<file path="config.mk">
export PLATFORM = sky130hd
export DESIGN_NAME = eeic_top
export DESIGN_NICKNAME = d
export VERILOG_FILES = /design/src/rtl/eeic_pkg.sv /design/src/rtl/eeic_edge_detect.sv /design/src/rtl/eeic_top.sv
export SDC_FILE = /design/constraint.sdc
export NUM_CORES = 1
export LEC_CHECK = 0
export ABC_AREA = 1
export ABC_CLOCK_PERIOD_IN_PS = 2060
export BUFFER_PORTS_ARGS = -buffer_cell sky130_fd_sc_hd__buf_2
export CAP_MARGIN = 5
export CORE_MARGIN = 1.5
export CORE_UTILIZATION = 40
export CTS_CLUSTER_DIAMETER = 80
export DETAILED_ROUTE_END_ITERATION = 16
export GPL_ROUTABILITY_DRIVEN = 0
export GPL_TIMING_DRIVEN = 0
export HOLD_SLACK_MARGIN = 0.06
export SLEW_MARGIN = 20
export SYNTH_ARGS = -nofsm -noshare
export SYNTH_HDL_FRONTEND = slang
export SYNTH_HIERARCHICAL = 1
export SYNTH_SLANG_ARGS = --single-unit
</file>
<file path="constraint.sdc">
create_clock -name clk -period 2.06 [get_ports clk]
set_input_delay 0.412 -clock clk [delete_from_list [all_inputs] [get_ports clk]]
set_output_delay 0.412 -clock clk [all_outputs]
set_load 0.01 [all_outputs]
</file>
<file path="src/rtl/eeic_pkg.sv">
// Package for the external edge interrupt control block.
// Holds register offsets, field layout, reset values and the carrier types.
// Assumes a 16-bit word-addressed register port on the system clock.
package eeic_pkg;

   // Bus and counter widths, and the number of lines
   localparam int ADDR_W = 16;
   localparam int DATA_W = 16;
   localparam int CNT_W = 16;
   localparam int NUM_LINES = 3;

   // Line indices: two maskable lines and the line shared with the NMI
   localparam int LINE_ONE = 0;
   localparam int LINE_TWO = 1;
   localparam int LINE_L13 = 2;

   // Register word offsets
   localparam logic [ADDR_W-1:0] OFF_CTRL1 = 16'h7070;
   localparam logic [ADDR_W-1:0] OFF_CTRL2 = 16'h7071;
   localparam logic [ADDR_W-1:0] OFF_NMICTRL = 16'h7077;
   localparam logic [ADDR_W-1:0] OFF_CNT1 = 16'h7078;
   localparam logic [ADDR_W-1:0] OFF_CNT2 = 16'h7079;
   localparam logic [ADDR_W-1:0] OFF_CNTNMI = 16'h707F;
   localparam logic [ADDR_W-1:0] OFF_STATUS = 16'h7080;
   localparam logic [ADDR_W-1:0] OFF_MASK = 16'h7081;

   // Control field positions
   localparam int POL_LSB = 2;
   localparam int POL_MSB = 3;
   localparam int SEL_BIT = 1;
   localparam int EN_BIT = 0;

   // Polarity codes; any other code means falling edge
   localparam logic [1:0] POL_RISE = 2'h1;
   localparam logic [1:0] POL_BOTH = 2'h3;

   // Writable bits of each control register
   localparam logic [DATA_W-1:0] CTRL_WMASK = 16'h000D;
   localparam logic [DATA_W-1:0] NMICTRL_WMASK = 16'h000F;

   // Reset values
   localparam logic [1:0] POL_RST = 2'h0;
   localparam logic SEL_RST = 1'b0;
   localparam logic EN_RST = 1'b0;
   localparam logic [CNT_W-1:0] CNT_RST = 16'h0000;
   localparam logic [NUM_LINES-1:0] STATUS_RST = 3'h0;
   localparam logic [NUM_LINES-1:0] MASK_RST = 3'h0;
   localparam logic [DATA_W-1:0] RDATA_RST = 16'h0000;

   // Per-line control as held in the registers
   typedef struct packed {
      logic [1:0] polarity;
      logic sel;
      logic enable;
   } eeic_ctrl_s;

   // One register port request
   typedef struct packed {
      logic [ADDR_W-1:0] addr;
      logic [DATA_W-1:0] wdata;
      logic wr;
      logic rd;
   } eeic_bus_req_s;

endpackage : eeic_pkg

</file>
<file path="src/rtl/eeic_edge_detect.sv">
// Pin synchroniser and edge qualifier for one external interrupt line.
// Assumes the pin is asynchronous to clk; control comes from clk registers.
`timescale 1ns/10ps
module eeic_edge_detect
   import eeic_pkg::*;
(
   input wire logic clk,
   input wire logic rstn,
   input wire logic pinIn,
   input wire eeic_ctrl_s ctrl,
   output logic edgeValid
);

   logic sync1_r;
   logic sync2_r;
   logic prev_r;
   logic rise;
   logic fall;

   // Two-stage synchroniser, then one more stage to compare samples
   always_ff @(posedge clk or negedge rstn) begin
      if (!rstn) begin
         sync1_r <= 1'b0;
         sync2_r <= 1'b0;
         prev_r <= 1'b0;
      end else begin
         sync1_r <= pinIn;
         sync2_r <= sync1_r;
         prev_r <= sync2_r;
      end
   end

   // Successive settled samples give the direction of the transition
   assign rise = sync2_r & ~prev_r;
   assign fall = ~sync2_r & prev_r;

   // Polarity picks the edge; a disabled line never qualifies one
   always_comb begin
      unique case (ctrl.polarity)
         POL_RISE: edgeValid = rise;
         POL_BOTH: edgeValid = rise | fall;
         default: edgeValid = fall;
      endcase
      edgeValid = edgeValid & ctrl.enable;
   end

endmodule : eeic_edge_detect

</file>
<file path="src/rtl/eeic_top.sv">
// External edge interrupt controller: register port, three edge lines,
// timestamp counters, level-13 source select and an event interrupt.
// Summary of operation
// - Three external interrupt lines: one, two, and one feeding CPU level 13.
// - The level-13 line shares its pin with the non-maskable interrupt.
// - Every line, the NMI included, has its own edge select and enable.
// - Each line has a 16-bit up-counter cleared on every valid edge.
// - Polarity bits 3-2: 00/10 falling, 01 rising, 11 both edges.
// - Bit 0 of line one control blocks (0) or passes (1) its requests.
// - Line two has its own control register with identical fields.
// - Control bits 15-4, and bit 1 on lines one and two, read zero; writes to them ignored.
// - NMI control select bit: 0 timer drives level 13, 1 the shared pin.
// - Counters run at clock rate, wrap at maximum, and are read-only.
// - A counter halts while disabled; only valid edge or reset clears it.
// Assumes pins are asynchronous and the timer request comes from clk logic.
//
// Decided for this implementation: strobed register access.
`timescale 1ns/10ps
module eeic_top
   import eeic_pkg::*;
(
   input wire logic clk,
   input wire logic rstn,
   input wire eeic_bus_req_s busReq,
   output logic [DATA_W-1:0] rdData,
   input wire logic extIrqLineOne,
   input wire logic extIrqLineTwo,
   input wire logic extIrqLineLevel13,
   input wire logic timerIrq,
   output logic cpuIrqLineOne,
   output logic cpuIrqLineTwo,
   output logic cpuIrqLevel13,
   output logic cpuNmi,
   output logic irqOut
);

   // Control registers, one per line; the level-13 entry is the NMI control
   eeic_ctrl_s ctrl_r [NUM_LINES];
   logic [CNT_W-1:0] cnt_r [NUM_LINES];
   logic [NUM_LINES-1:0] pins;
   logic [NUM_LINES-1:0] edgeValid;
   logic [NUM_LINES-1:0] status_r;
   logic [NUM_LINES-1:0] status_nxt;
   logic [NUM_LINES-1:0] mask_r;
   logic [DATA_W-1:0] rdData_r;
   logic [DATA_W-1:0] rdData_nxt;
   logic cpuIrqLineOne_r;
   logic cpuIrqLineTwo_r;
   logic cpuIrqLevel13_r;
   logic cpuNmi_r;
   logic wrCtrl [NUM_LINES];
   logic stsRead;

   // Pin vector in line order; level 13 pin also serves the NMI
   assign pins = {extIrqLineLevel13, extIrqLineTwo, extIrqLineOne};

   // Write decode for the three control registers
   always_comb begin
      wrCtrl[LINE_ONE] = busReq.wr && (busReq.addr == OFF_CTRL1);
      wrCtrl[LINE_TWO] = busReq.wr && (busReq.addr == OFF_CTRL2);
      wrCtrl[LINE_L13] = busReq.wr && (busReq.addr == OFF_NMICTRL);
   end

   // A status read clears the events it returns
   assign stsRead = busReq.rd && (busReq.addr == OFF_STATUS);

   // Per-line logic: control register, edge detector and timestamp counter
   for (genvar i = 0; i < NUM_LINES; i++) begin : g_line

      // Polarity and enable are writable on every line; the select bit exists on the
      // NMI control alone, so the other lines keep it at zero
      always_ff @(posedge clk or negedge rstn) begin
         if (!rstn) begin
            ctrl_r[i] <= '{polarity: POL_RST, sel: SEL_RST, enable: EN_RST};
         end else if (wrCtrl[i]) begin
            ctrl_r[i].polarity <= busReq.wdata[POL_MSB:POL_LSB];
            ctrl_r[i].enable <= busReq.wdata[EN_BIT];
            if (i == LINE_L13) begin
               ctrl_r[i].sel <= busReq.wdata[SEL_BIT];
            end else begin
               ctrl_r[i].sel <= SEL_RST;
            end
         end
      end

      // Synchronise the pin and qualify the edge against this line's control
      eeic_edge_detect u_edge (
         .clk(clk),
         .rstn(rstn),
         .pinIn(pins[i]),
         .ctrl(ctrl_r[i]),
         .edgeValid(edgeValid[i])
      );

      // Timestamp: clear on a valid edge, count while enabled, hold when
      // disabled; natural 16-bit overflow gives the wrap to zero
      always_ff @(posedge clk or negedge rstn) begin
         if (!rstn) begin
            cnt_r[i] <= CNT_RST;
         end else if (edgeValid[i]) begin
            cnt_r[i] <= CNT_RST;
         end else if (ctrl_r[i].enable) begin
            cnt_r[i] <= cnt_r[i] + 16'h0001;
         end
      end
   end

   // Requests to the CPU, one clock per qualified edge
   always_ff @(posedge clk or negedge rstn) begin
      if (!rstn) begin
         cpuIrqLineOne_r <= 1'b0;
         cpuIrqLineTwo_r <= 1'b0;
      end else begin
         cpuIrqLineOne_r <= edgeValid[LINE_ONE];
         cpuIrqLineTwo_r <= edgeValid[LINE_TWO];
      end
   end

   // Shared pin: select routes its edge to level 13, otherwise to the NMI,
   // and the timer owns level 13 while select is clear
   always_ff @(posedge clk or negedge rstn) begin
      if (!rstn) begin
         cpuIrqLevel13_r <= 1'b0;
         cpuNmi_r <= 1'b0;
      end else if (ctrl_r[LINE_L13].sel) begin
         cpuIrqLevel13_r <= edgeValid[LINE_L13];
         cpuNmi_r <= 1'b0;
      end else begin
         cpuIrqLevel13_r <= timerIrq;
         cpuNmi_r <= edgeValid[LINE_L13];
      end
   end

   assign cpuIrqLineOne = cpuIrqLineOne_r;
   assign cpuIrqLineTwo = cpuIrqLineTwo_r;
   assign cpuIrqLevel13 = cpuIrqLevel13_r;
   assign cpuNmi = cpuNmi_r;

   // Sticky events; a new edge in the read cycle survives the clear
   always_comb begin
      status_nxt = status_r;
      if (stsRead) begin
         status_nxt = STATUS_RST;
      end
      status_nxt = status_nxt | edgeValid;
   end

   always_ff @(posedge clk or negedge rstn) begin
      if (!rstn) begin
         status_r <= STATUS_RST;
      end else begin
         status_r <= status_nxt;
      end
   end

   // Event mask, same bit layout as the status register
   always_ff @(posedge clk or negedge rstn) begin
      if (!rstn) begin
         mask_r <= MASK_RST;
      end else if (busReq.wr && (busReq.addr == OFF_MASK)) begin
         mask_r <= busReq.wdata[NUM_LINES-1:0];
      end
   end

   // Level interrupt; combinational from registers so it drops with the read
   assign irqOut = |(status_r & mask_r);

   // Read mux: reserved and unmapped bits return zero; counters have no
   // write path at all, so software can never disturb a timestamp
   always_comb begin
      rdData_nxt = RDATA_RST;
      if (busReq.rd) begin
         unique case (busReq.addr)
            OFF_CTRL1: rdData_nxt = 16'(ctrl_r[LINE_ONE]) & CTRL_WMASK;
            OFF_CTRL2: rdData_nxt = 16'(ctrl_r[LINE_TWO]) & CTRL_WMASK;
            OFF_NMICTRL: rdData_nxt = 16'(ctrl_r[LINE_L13]) & NMICTRL_WMASK;
            OFF_CNT1: rdData_nxt = cnt_r[LINE_ONE];
            OFF_CNT2: rdData_nxt = cnt_r[LINE_TWO];
            OFF_CNTNMI: rdData_nxt = cnt_r[LINE_L13];
            OFF_STATUS: rdData_nxt = {{(DATA_W-NUM_LINES){1'b0}}, status_r};
            OFF_MASK: rdData_nxt = {{(DATA_W-NUM_LINES){1'b0}}, mask_r};
            default: rdData_nxt = RDATA_RST;
         endcase
      end
   end

   // Read data stand for exactly the cycle after the strobe
   always_ff @(posedge clk or negedge rstn) begin
      if (!rstn) begin
         rdData_r <= RDATA_RST;
      end else begin
         rdData_r <= rdData_nxt;
      end
   end

   assign rdData = rdData_r;

endmodule : eeic_top

</file>
Word-level counts from Yosys, hierarchy flattened. Index checks and enable logic that the tools add are counted.

Add/sub/neg operators: 3. Equal/unequal tests: 14. Multiplexer cells: 14. Bitwise gates (word level): 20. Reductions and logical operators: 9.

Operators with widths (count): equality test 16 x 15 -> 1 bit (second input constant) (8); case mux 16 bit (8 select lines) (1); two-way mux 16 bit (7); adder 16 x 1 -> 16 bit (second input constant) (3); AND 1 bit (9); equality test 2 x 1 -> 1 bit (second input constant) (3); equality test 2 bit (second input constant) (3); inverter 1 bit (6); case mux 1 bit (2 select lines) (3); nonzero test 2 bit (3); logical AND 1 bit (5); AND 3 bit (1); two-way mux 3 bit (1); OR 1 bit (3); OR 3 bit (1); OR reduction 3 bit (1); two-way mux 1 bit (2).

Flip-flop bits (word level): 93. Word-level logic and storage cells: 86.

Depth between registers and ports, before layout. Gate-level depths: netlist (run 1).

Word-level depth: 6. Gate-level depth with buffers: 16. Mapped depth without buffers: 16.

By module. Netlist (run 1), hierarchy kept.

By module, submodules not included: eeic_top (instances 1, cells an instance 598, area each 4485.6 um^2, seq. area each 2102.0 um^2); eeic_edge_detect (instances 3, cells an instance 15, area each 142.6 um^2, seq. area each 75.1 um^2).

Worst setup path before layout (run 1). No wires, ideal clock.

Path type: register -> register. From: register g_line[0].u_edge.sync2_r. To: register cnt_r[45] (netlist name). Library setup time: 0.119 ns. Data arrival time: 1.723 ns. Required time: 1.941 ns. Path slack: 0.218 ns. Stages on the path, launching flop included: 16. Path buffers: 1. Clock period less this slack: 1.842 ns. Cell sequence: dfrtp_1 inv_1 ha_1 inv_1 nand2_1 nand3_1 nand2_1 inv_1 buf_2 nor2_4 nor2_2 nand2_1 nor3_4 nand3_1 nand2_1 nor2_1.

Longest elaborated chain between the ends: 6. Elaborated cells on any way between the ends: 8. Classes of those cells: mux: 2; bitwise: 5; reduce/logical: 1.

Ends and longest elaborated chain: from (decl) (RTL line eeic_edge_detect.sv:15) `logic sync2_r;`; from (signal assigned) (RTL line eeic_edge_detect.sv:28) `sync2_r <= sync1_r;`; inverter 1 bit (RTL line eeic_edge_detect.sv:35) `assign fall = ~sync2_r & prev_r;`; AND 1 bit (RTL line eeic_edge_detect.sv:35); OR 1 bit (RTL line eeic_edge_detect.sv:41) `POL_BOTH: edgeValid = rise | fall;`; case mux 1 bit (2 select lines) * (RTL line eeic_edge_detect.sv:39) `unique case (ctrl.polarity)`; AND 1 bit * (RTL line eeic_edge_detect.sv:44) `edgeValid = edgeValid & ctrl.enable;`; named net edgeValid[0] (RTL line eeic_top.sv:41) `logic [NUM_LINES-1:0] edgeValid;`; two-way mux 16 bit / nonzero test 2 bit (equally long branches); to (signal, indexed assignment) (RTL line eeic_top.sv:103) `cnt_r[i] <= cnt_r[i] + 16'h0001;`; to (decl) (RTL line eeic_top.sv:39) `logic [CNT_W-1:0] cnt_r [NUM_LINES];`.

Mark *: on every way through the listed nets, which the timed path passes. The rest lies on a longest branch. A chain may end at the register's enable or synchronous reset.

Final worst setup path (run 1).
From: register g_line[0].u_edge.sync2_r. To: register cnt_r[47] (netlist name).

The elaborated chain is that of the path after synthesis.

==> results of run 1 <==
==> registers in the layout, summed over array words and instances (netlist names) <==
signal,count
cnt_r,48
rdData,16
ctrl_r,10
g_line.u_edge/prev_r,3
g_line.u_edge/sync1_r,3
g_line.u_edge/sync2_r,3
mask_r,3
status_r,3
cpuIrqLevel13,1
cpuIrqLineOne,1
cpuIrqLineTwo,1
cpuNmi,1
==> layer usage <==
| layer | track usage, % | wire, microns |
|---|---|---|
| met1 | 26.2 | 5770 |
| met2 | 31.0 | 5460 |
| met3 | 2.82 | 415 |
| met5 | 0 | 0 |
| met4 | 6.67 | 186 |
==> power by group <==
part | total [mW] | switching [mW] | internal (mW)
clock | 1.76 | 0.703 | 1.06
combinational | 0.217 | 0.136 | 0.0815
sequential | 1.91 | 0.0467 | 1.86
total | 3.89 | 0.885 | 3.00
==> through the flow <==
| stage | area (sq um) | std cells | util, % | setup slack [ns] | hold slack, ns |
|---|---|---|---|---|---|
| after global routing | 5870 | 867 | 48.9 | -0.0635 | 0.158 |
| after detailed placement | 5370 | 838 | 44.7 | -0.124 | 0.295 |
| after floorplan | 4910 | 642 | - | 0.218 | 0.116 |
| after global placement | 5330 | 837 | 44.4 | -0.352 | 0.334 |
| after CTS | 5720 | 856 | 47.6 | 0.00654 | 0.158 |
| final | 5870 | 867 | 48.9 | 0.0718 | 0.167 |
==> area by class of cell <==
class	instances	area (sq um)
multi-input cells	447	2240
fillers	1163	6140
flip-flops and latches	93	2330
plain buffers	11	82.6
clock inverters	6	88.8
repair buffers	63	382
clock buffers	9	225
well taps	147	184
inverters	91	344
==> worst max-delay path: stages (launching register included) <==
cell and delay (ns):
dfrtp_1 0.34, inv_1 0.04, ha_1 0.28, inv_1 0.06
nand2_1 0.06, nand3_2 0.07, nand2_2 0.06, inv_2 0.06
buf_6 0.12, nor2_4 0.06, nor2_4 0.13, nand2_2 0.07
nor3_4 0.28, nand3_1 0.11, nand2_1 0.07, nor2_1 0.04
==> worst max path at each step <==
stage,from,cells after the start,to,slack [ns]
3_3_place_gp,rstn,1,cnt_r[7],-0.35
4_1_cts,g_line[0].u_edge/sync2_r,15,cnt_r[47],0.007
3_5_place_dp,g_line[0].u_edge/sync2_r,15,cnt_r[47],-0.12
5_1_grt,g_line[0].u_edge/sync2_r,15,cnt_r[47],-0.06
6_report,g_line[0].u_edge/sync2_r,15,cnt_r[47],0.07
2_1_floorplan,g_line[0].u_edge/sync2_r,15,cnt_r[45],0.22
==> what timing repair did <==
| action | CTS | global route |
|---|---|---|
| resized for setup | 4 | 28 |
| setup buffers | 2 | 11 |
| endpoints found under the setup margin | 9 | 36 |
| endpoints found under the hold margin | 26 | 0 |
| pin swaps | 2 | 13 |
| hold buffers | 1 | 0 |
==> impl_metrics.ini, run 1 <==
[sta]
finalCriticalPeriod_ns = 1.99
tightestPinTransition_ns = 0.378
final_max_slew_viol_count = 0
relSlewSlack_pct = 74.8
hold_viol = 0
max_freq_mhz = 503
rsz0062_at_grt = true
skew_ns = 0.00728
finalSetupTns_ns = 0
setup_viol = 0
fin_crit_sh_pct = 96.5

[min_path]
hold_path.class = primary input to flip-flop
whs_path_depth = 1
hp-start = extIrqLineLevel13
min_to = g_line[2].u_edge/sync1_r

[setup_path]
worstReg2RegEnd = cnt_r[47]
r2r_slack_ns = 0.07
worst_r2r_startpoint = g_line[0].u_edge/sync2_r
cp.required_ns = 2.29
critPathArrivalTime_ns = 2.22
cp_max_fo = 6
end_kind = flip-flop
r2r.worst_path.cells = 15
cp-start-kind = flip-flop
crit_type = flip-flop to flip-flop

[cells_and_area]
drive_gt1_share_pct = 18.8
layout-area-overhead-vs-synth_pct = 19.6
final_common_cell = nand2_1
nets = 765
n_antenna_cell = 0
layout.cells.most_common_list = nand2_1, dfrtp_1, inv_1

[yosys]
yosys_warnings = 6
synth_area_per_cell_sq_um = 7.65
syn-num-nets = 691
syn_area_sq_um = 4910
syn_inst = 642

[routing]
drt_iter0_drc = 185
routed_wl_mm = 11.8
drtPass1Iterations = 5
final_antenna_net_count = 0
vias = 4313
wire_per_inst_microns = 13.6
vias_per_cell = 4.97
drc = 0

[floorplanning]
io_pins = 61
num_rows = 40
die-area_sq_um = 12900
start_util_pct = 40.9
die_w_microns = 114
core-area_sq_um = 12000
die_h_microns = 114

[global_route]
grt_usage_pct = 19.1
antenna_found_initial = 0
grt_pass1_wl_mm = 19.4
grt_max_degree = 68
first_global_vias = 4031
gr-total-overflow = 0

[run]
drv_cap = 0

[run_status]
status = completed

[power_and_ir_drop]
leakagePower_nw = 3.12
ir_drop_v = 0.000444
total_power_mw = 3.89
pwr_density_cell_nw_per_um2 = 662

[cts]
clkTransAtPathRegs_ns = 0.07
cts.sinks = 93
insertion_delay_ns = 0.35
cts_tree = yes
cts_buffer_depth = 2
htreeDepth = 3
numCtsBuffers = 9
cts-root-buf = clkbuf_16

[placement]
dp_hpwl_mm = 8.82
port_buffers = 48
Note: power is estimated with default switching activity, not from simulation.
==> run 2, diff against run 1 <==
--- a/config.mk
+++ b/config.mk
@@ -9,3 +9,2 @@
 export ABC_CLOCK_PERIOD_IN_PS = 2060
-export BUFFER_PORTS_ARGS = -buffer_cell sky130_fd_sc_hd__buf_2
 export CAP_MARGIN = 5
@@ -15,2 +14,3 @@
 export DETAILED_ROUTE_END_ITERATION = 16
+export DONT_BUFFER_PORTS = 1
 export GPL_ROUTABILITY_DRIVEN = 0
==> constraint.sdc (replaced) <==
create_clock -name clk -period 2.06 [get_ports clk]
set_input_delay 0.103 -clock clk [delete_from_list [all_inputs] [get_ports clk]]
set_output_delay 0.103 -clock clk [all_outputs]
set_load 0.01 [all_outputs]
==> run 2 against run 1 <==
  * The run now ends with negative hold slack left
  * Clock skew up 0.0017 ns
  * Total power up 2.7%
  * Final area decreased by 3.0%
  * Critical path type unchanged
  * Critical endpoint is now cnt_r[40]
  * Highest routed layer unchanged
==> impl_metrics.ini, run 2 (synthesized netlist as in run 1, its figures left out) <==
[cells_and_area]
final_common_cell = nand2_1
drive_gt1_share_pct = 12.1
top_register = cnt_r
largest_reg_flops = 48
layout.cells.most_common_list = nand2_1, dfrtp_1, inv_1
n_antenna_cell = 0
final_cell_area_sq_um = 5700
nets = 722
fillCellCount = 1212
layout-area-overhead-vs-synth_pct = 16.1

[run_status]
violations = negative hold slack
status = complete, but fails checks

[power_and_ir_drop]
leakagePower_nw = 2.94
ir_drop_v = 0.000386
power.share.sequential_pct = 47.9
pwr_density_cell_nw_per_um2 = 701
p_int_mw = 3.12
combPwrFrac_pct = 3.7
switching_share_pct = 21.8
power_switching_mw = 0.869
total_power_mw = 3.99
power_frac_clock_pct = 48.4

[setup_path]
worst_r2r_startpoint = g_line[0].u_edge/sync2_r
crit_type = flip-flop to flip-flop
critPathArrivalTime_ns = 2.18
cp.required_ns = 2.32
critPathLaunch = g_line[0].u_edge/sync2_r
cp-start-kind = flip-flop
cp_max_fo = 8
end_kind = flip-flop

[floorplanning]
num_rows = 40
die_h_microns = 114
start_util_pct = 40.9
core-area_sq_um = 12000
io_pins = 61
die-area_sq_um = 12900
die_w_microns = 114

[cts]
cts.sinks = 93
ctsHoldBuffers = 9
numCtsBuffers = 9
clkTransAtPathRegs_ns = 0.07
insertion_delay_ns = 0.35
htreeDepth = 3
cts-root-buf = clkbuf_16
cts_tree = yes
cts_buffer_depth = 2

[routing]
vias_per_cell = 5.16
routed_wl_mm = 11.7
drtPass1Iterations = 6
drt_iter0_drc = 255
wire_per_inst_microns = 14.2
vias = 4254
drc = 0
final_antenna_net_count = 0

[global_route]
first_global_vias = 4129
gr-total-overflow = 0
antenna_found_initial = 0
grt_pass1_wl_mm = 19.7
grt_max_degree = 94
grt_usage_pct = 19.5

[run]
drv_cap = 0

[placement]
placed_cell_area_sq_um = 5090
port_buffers = 0
dp_hpwl_mm = 8.54
pre_cts_ws_ns = -0.104

[sta]
finalSetupTns_ns = 0
fin_crit_sh_pct = 93.5
max_freq_mhz = 519
tightestPinTransition_ns = 0.463
setup_viol = 0
finalCriticalPeriod_ns = 1.93
worst_hold_slack_ns = -0.557
final_max_slew_viol_count = 0
rsz0062_at_grt = true
skew_ns = 0.00896
hold_viol = 93
relSlewSlack_pct = 69.1
setup_ws_ns = 0.134

[min_path]
hold_path.class = primary input to asynchronous set/reset pin
==> run 2: cell count changes in the layout (fill, tap and decap cells not counted) <==
cell           before  now
buf_2              47    0
dlygate4sd3_1       1    9
buf_4              15   12
clkbuf_1            1    3
clkinvlp_4          2    0
inv_6               0    2
buf_16              1    0
bufinv_16           2    3
clkbuf_2            3    2
clkinv_2            1    0
nand2_2            12   11
nand2_4             1    2
nand3_1            60   61
nand3_2             3    2
==> run 2: repair_timing <==
item	in CTS	in global routing
setup buffers	0	11
pin swaps	1	20
endpoints found under the hold margin	116	93
endpoints found under the setup margin	6	34
gates resized for setup	4	27
==> run 2: layer usage <==
| layer | GRT usage [%] | vias up | share of wire (%) |
|---|---|---|---|
| met1 | 25.8 | 2021 | 47 |
| met4 | 8.00 | 0 | 2.5 |
| met5 | 0 | - | 0 |
| li1 | - | 2096 | - |
| met3 | 4.68 | 25 | 5.0 |
| met2 | 30.8 | 112 | 46 |
==> run 2: per-stage QoR <==
stage | std cells | utilization (%)
2_1_floorplan | 642 | -
3_3_place_gp | 789 | 42.4
3_5_place_dp | 789 | 42.4
4_1_cts | 814 | 46.1
5_1_grt | 825 | 47.4
6_report | 825 | 47.4
==> run 2: power groups by stage <==
| stage | clock (mW) | combinational (mW) | sequential [mW] |
|---|---|---|---|
| after global routing | 2.05 | 0.171 | 1.92 |
| final | 1.93 | 0.149 | 1.91 |
| after CTS | 1.98 | 0.135 | 1.91 |
| after global placement | 0 | 0.113 | 1.94 |
| after floorplan | 0 | 0.0992 | 1.93 |
| after detailed placement | 0 | 0.117 | 1.94 |
==> run 2: worst paths after layout <==
path / end / slack (ns) / cells after the start
worst min-delay path: rdData[2] / -0.56 / 0
min in group clk: ctrl_r[6] / 0.09 / 4
worst min register to register: g_line[0].u_edge/sync2_r / 0.35 / 0
worst max-delay path: cnt_r[40] / 0.13 / 14
worst max register to register: cnt_r[40] / 0.13 / 14
max in group asynchronous: cnt_r[7] / 2.50 / 0
==> run 2: cell type report <==
type	instances	area, sq um	area share [%]
Buffer	11	81.3	1.43
Clock buffer	10	229	4.02
Clock inverter	6	116	2.04
Inverter	91	344	6.04
Multi-Input combinational cell	447	2240	39.3
Sequential cell	93	2330	40.8
Tap cell	147	184	3.23
Timing Repair Buffer	20	176	3.10
==> run 2: critical path, stage by stage, from the launching register on <==
cell and delay [ns]:
dfrtp_1 0.36, inv_1 0.05, ha_1 0.26, inv_1 0.03, nand2_1 0.04, nand3_1 0.07, nand2_2 0.09, inv_2 0.05
buf_6 0.13, nor2_4 0.20, buf_4 0.17, nor2_2 0.05, nand3_1 0.09, nor2_1 0.05, a211oi_1 0.18
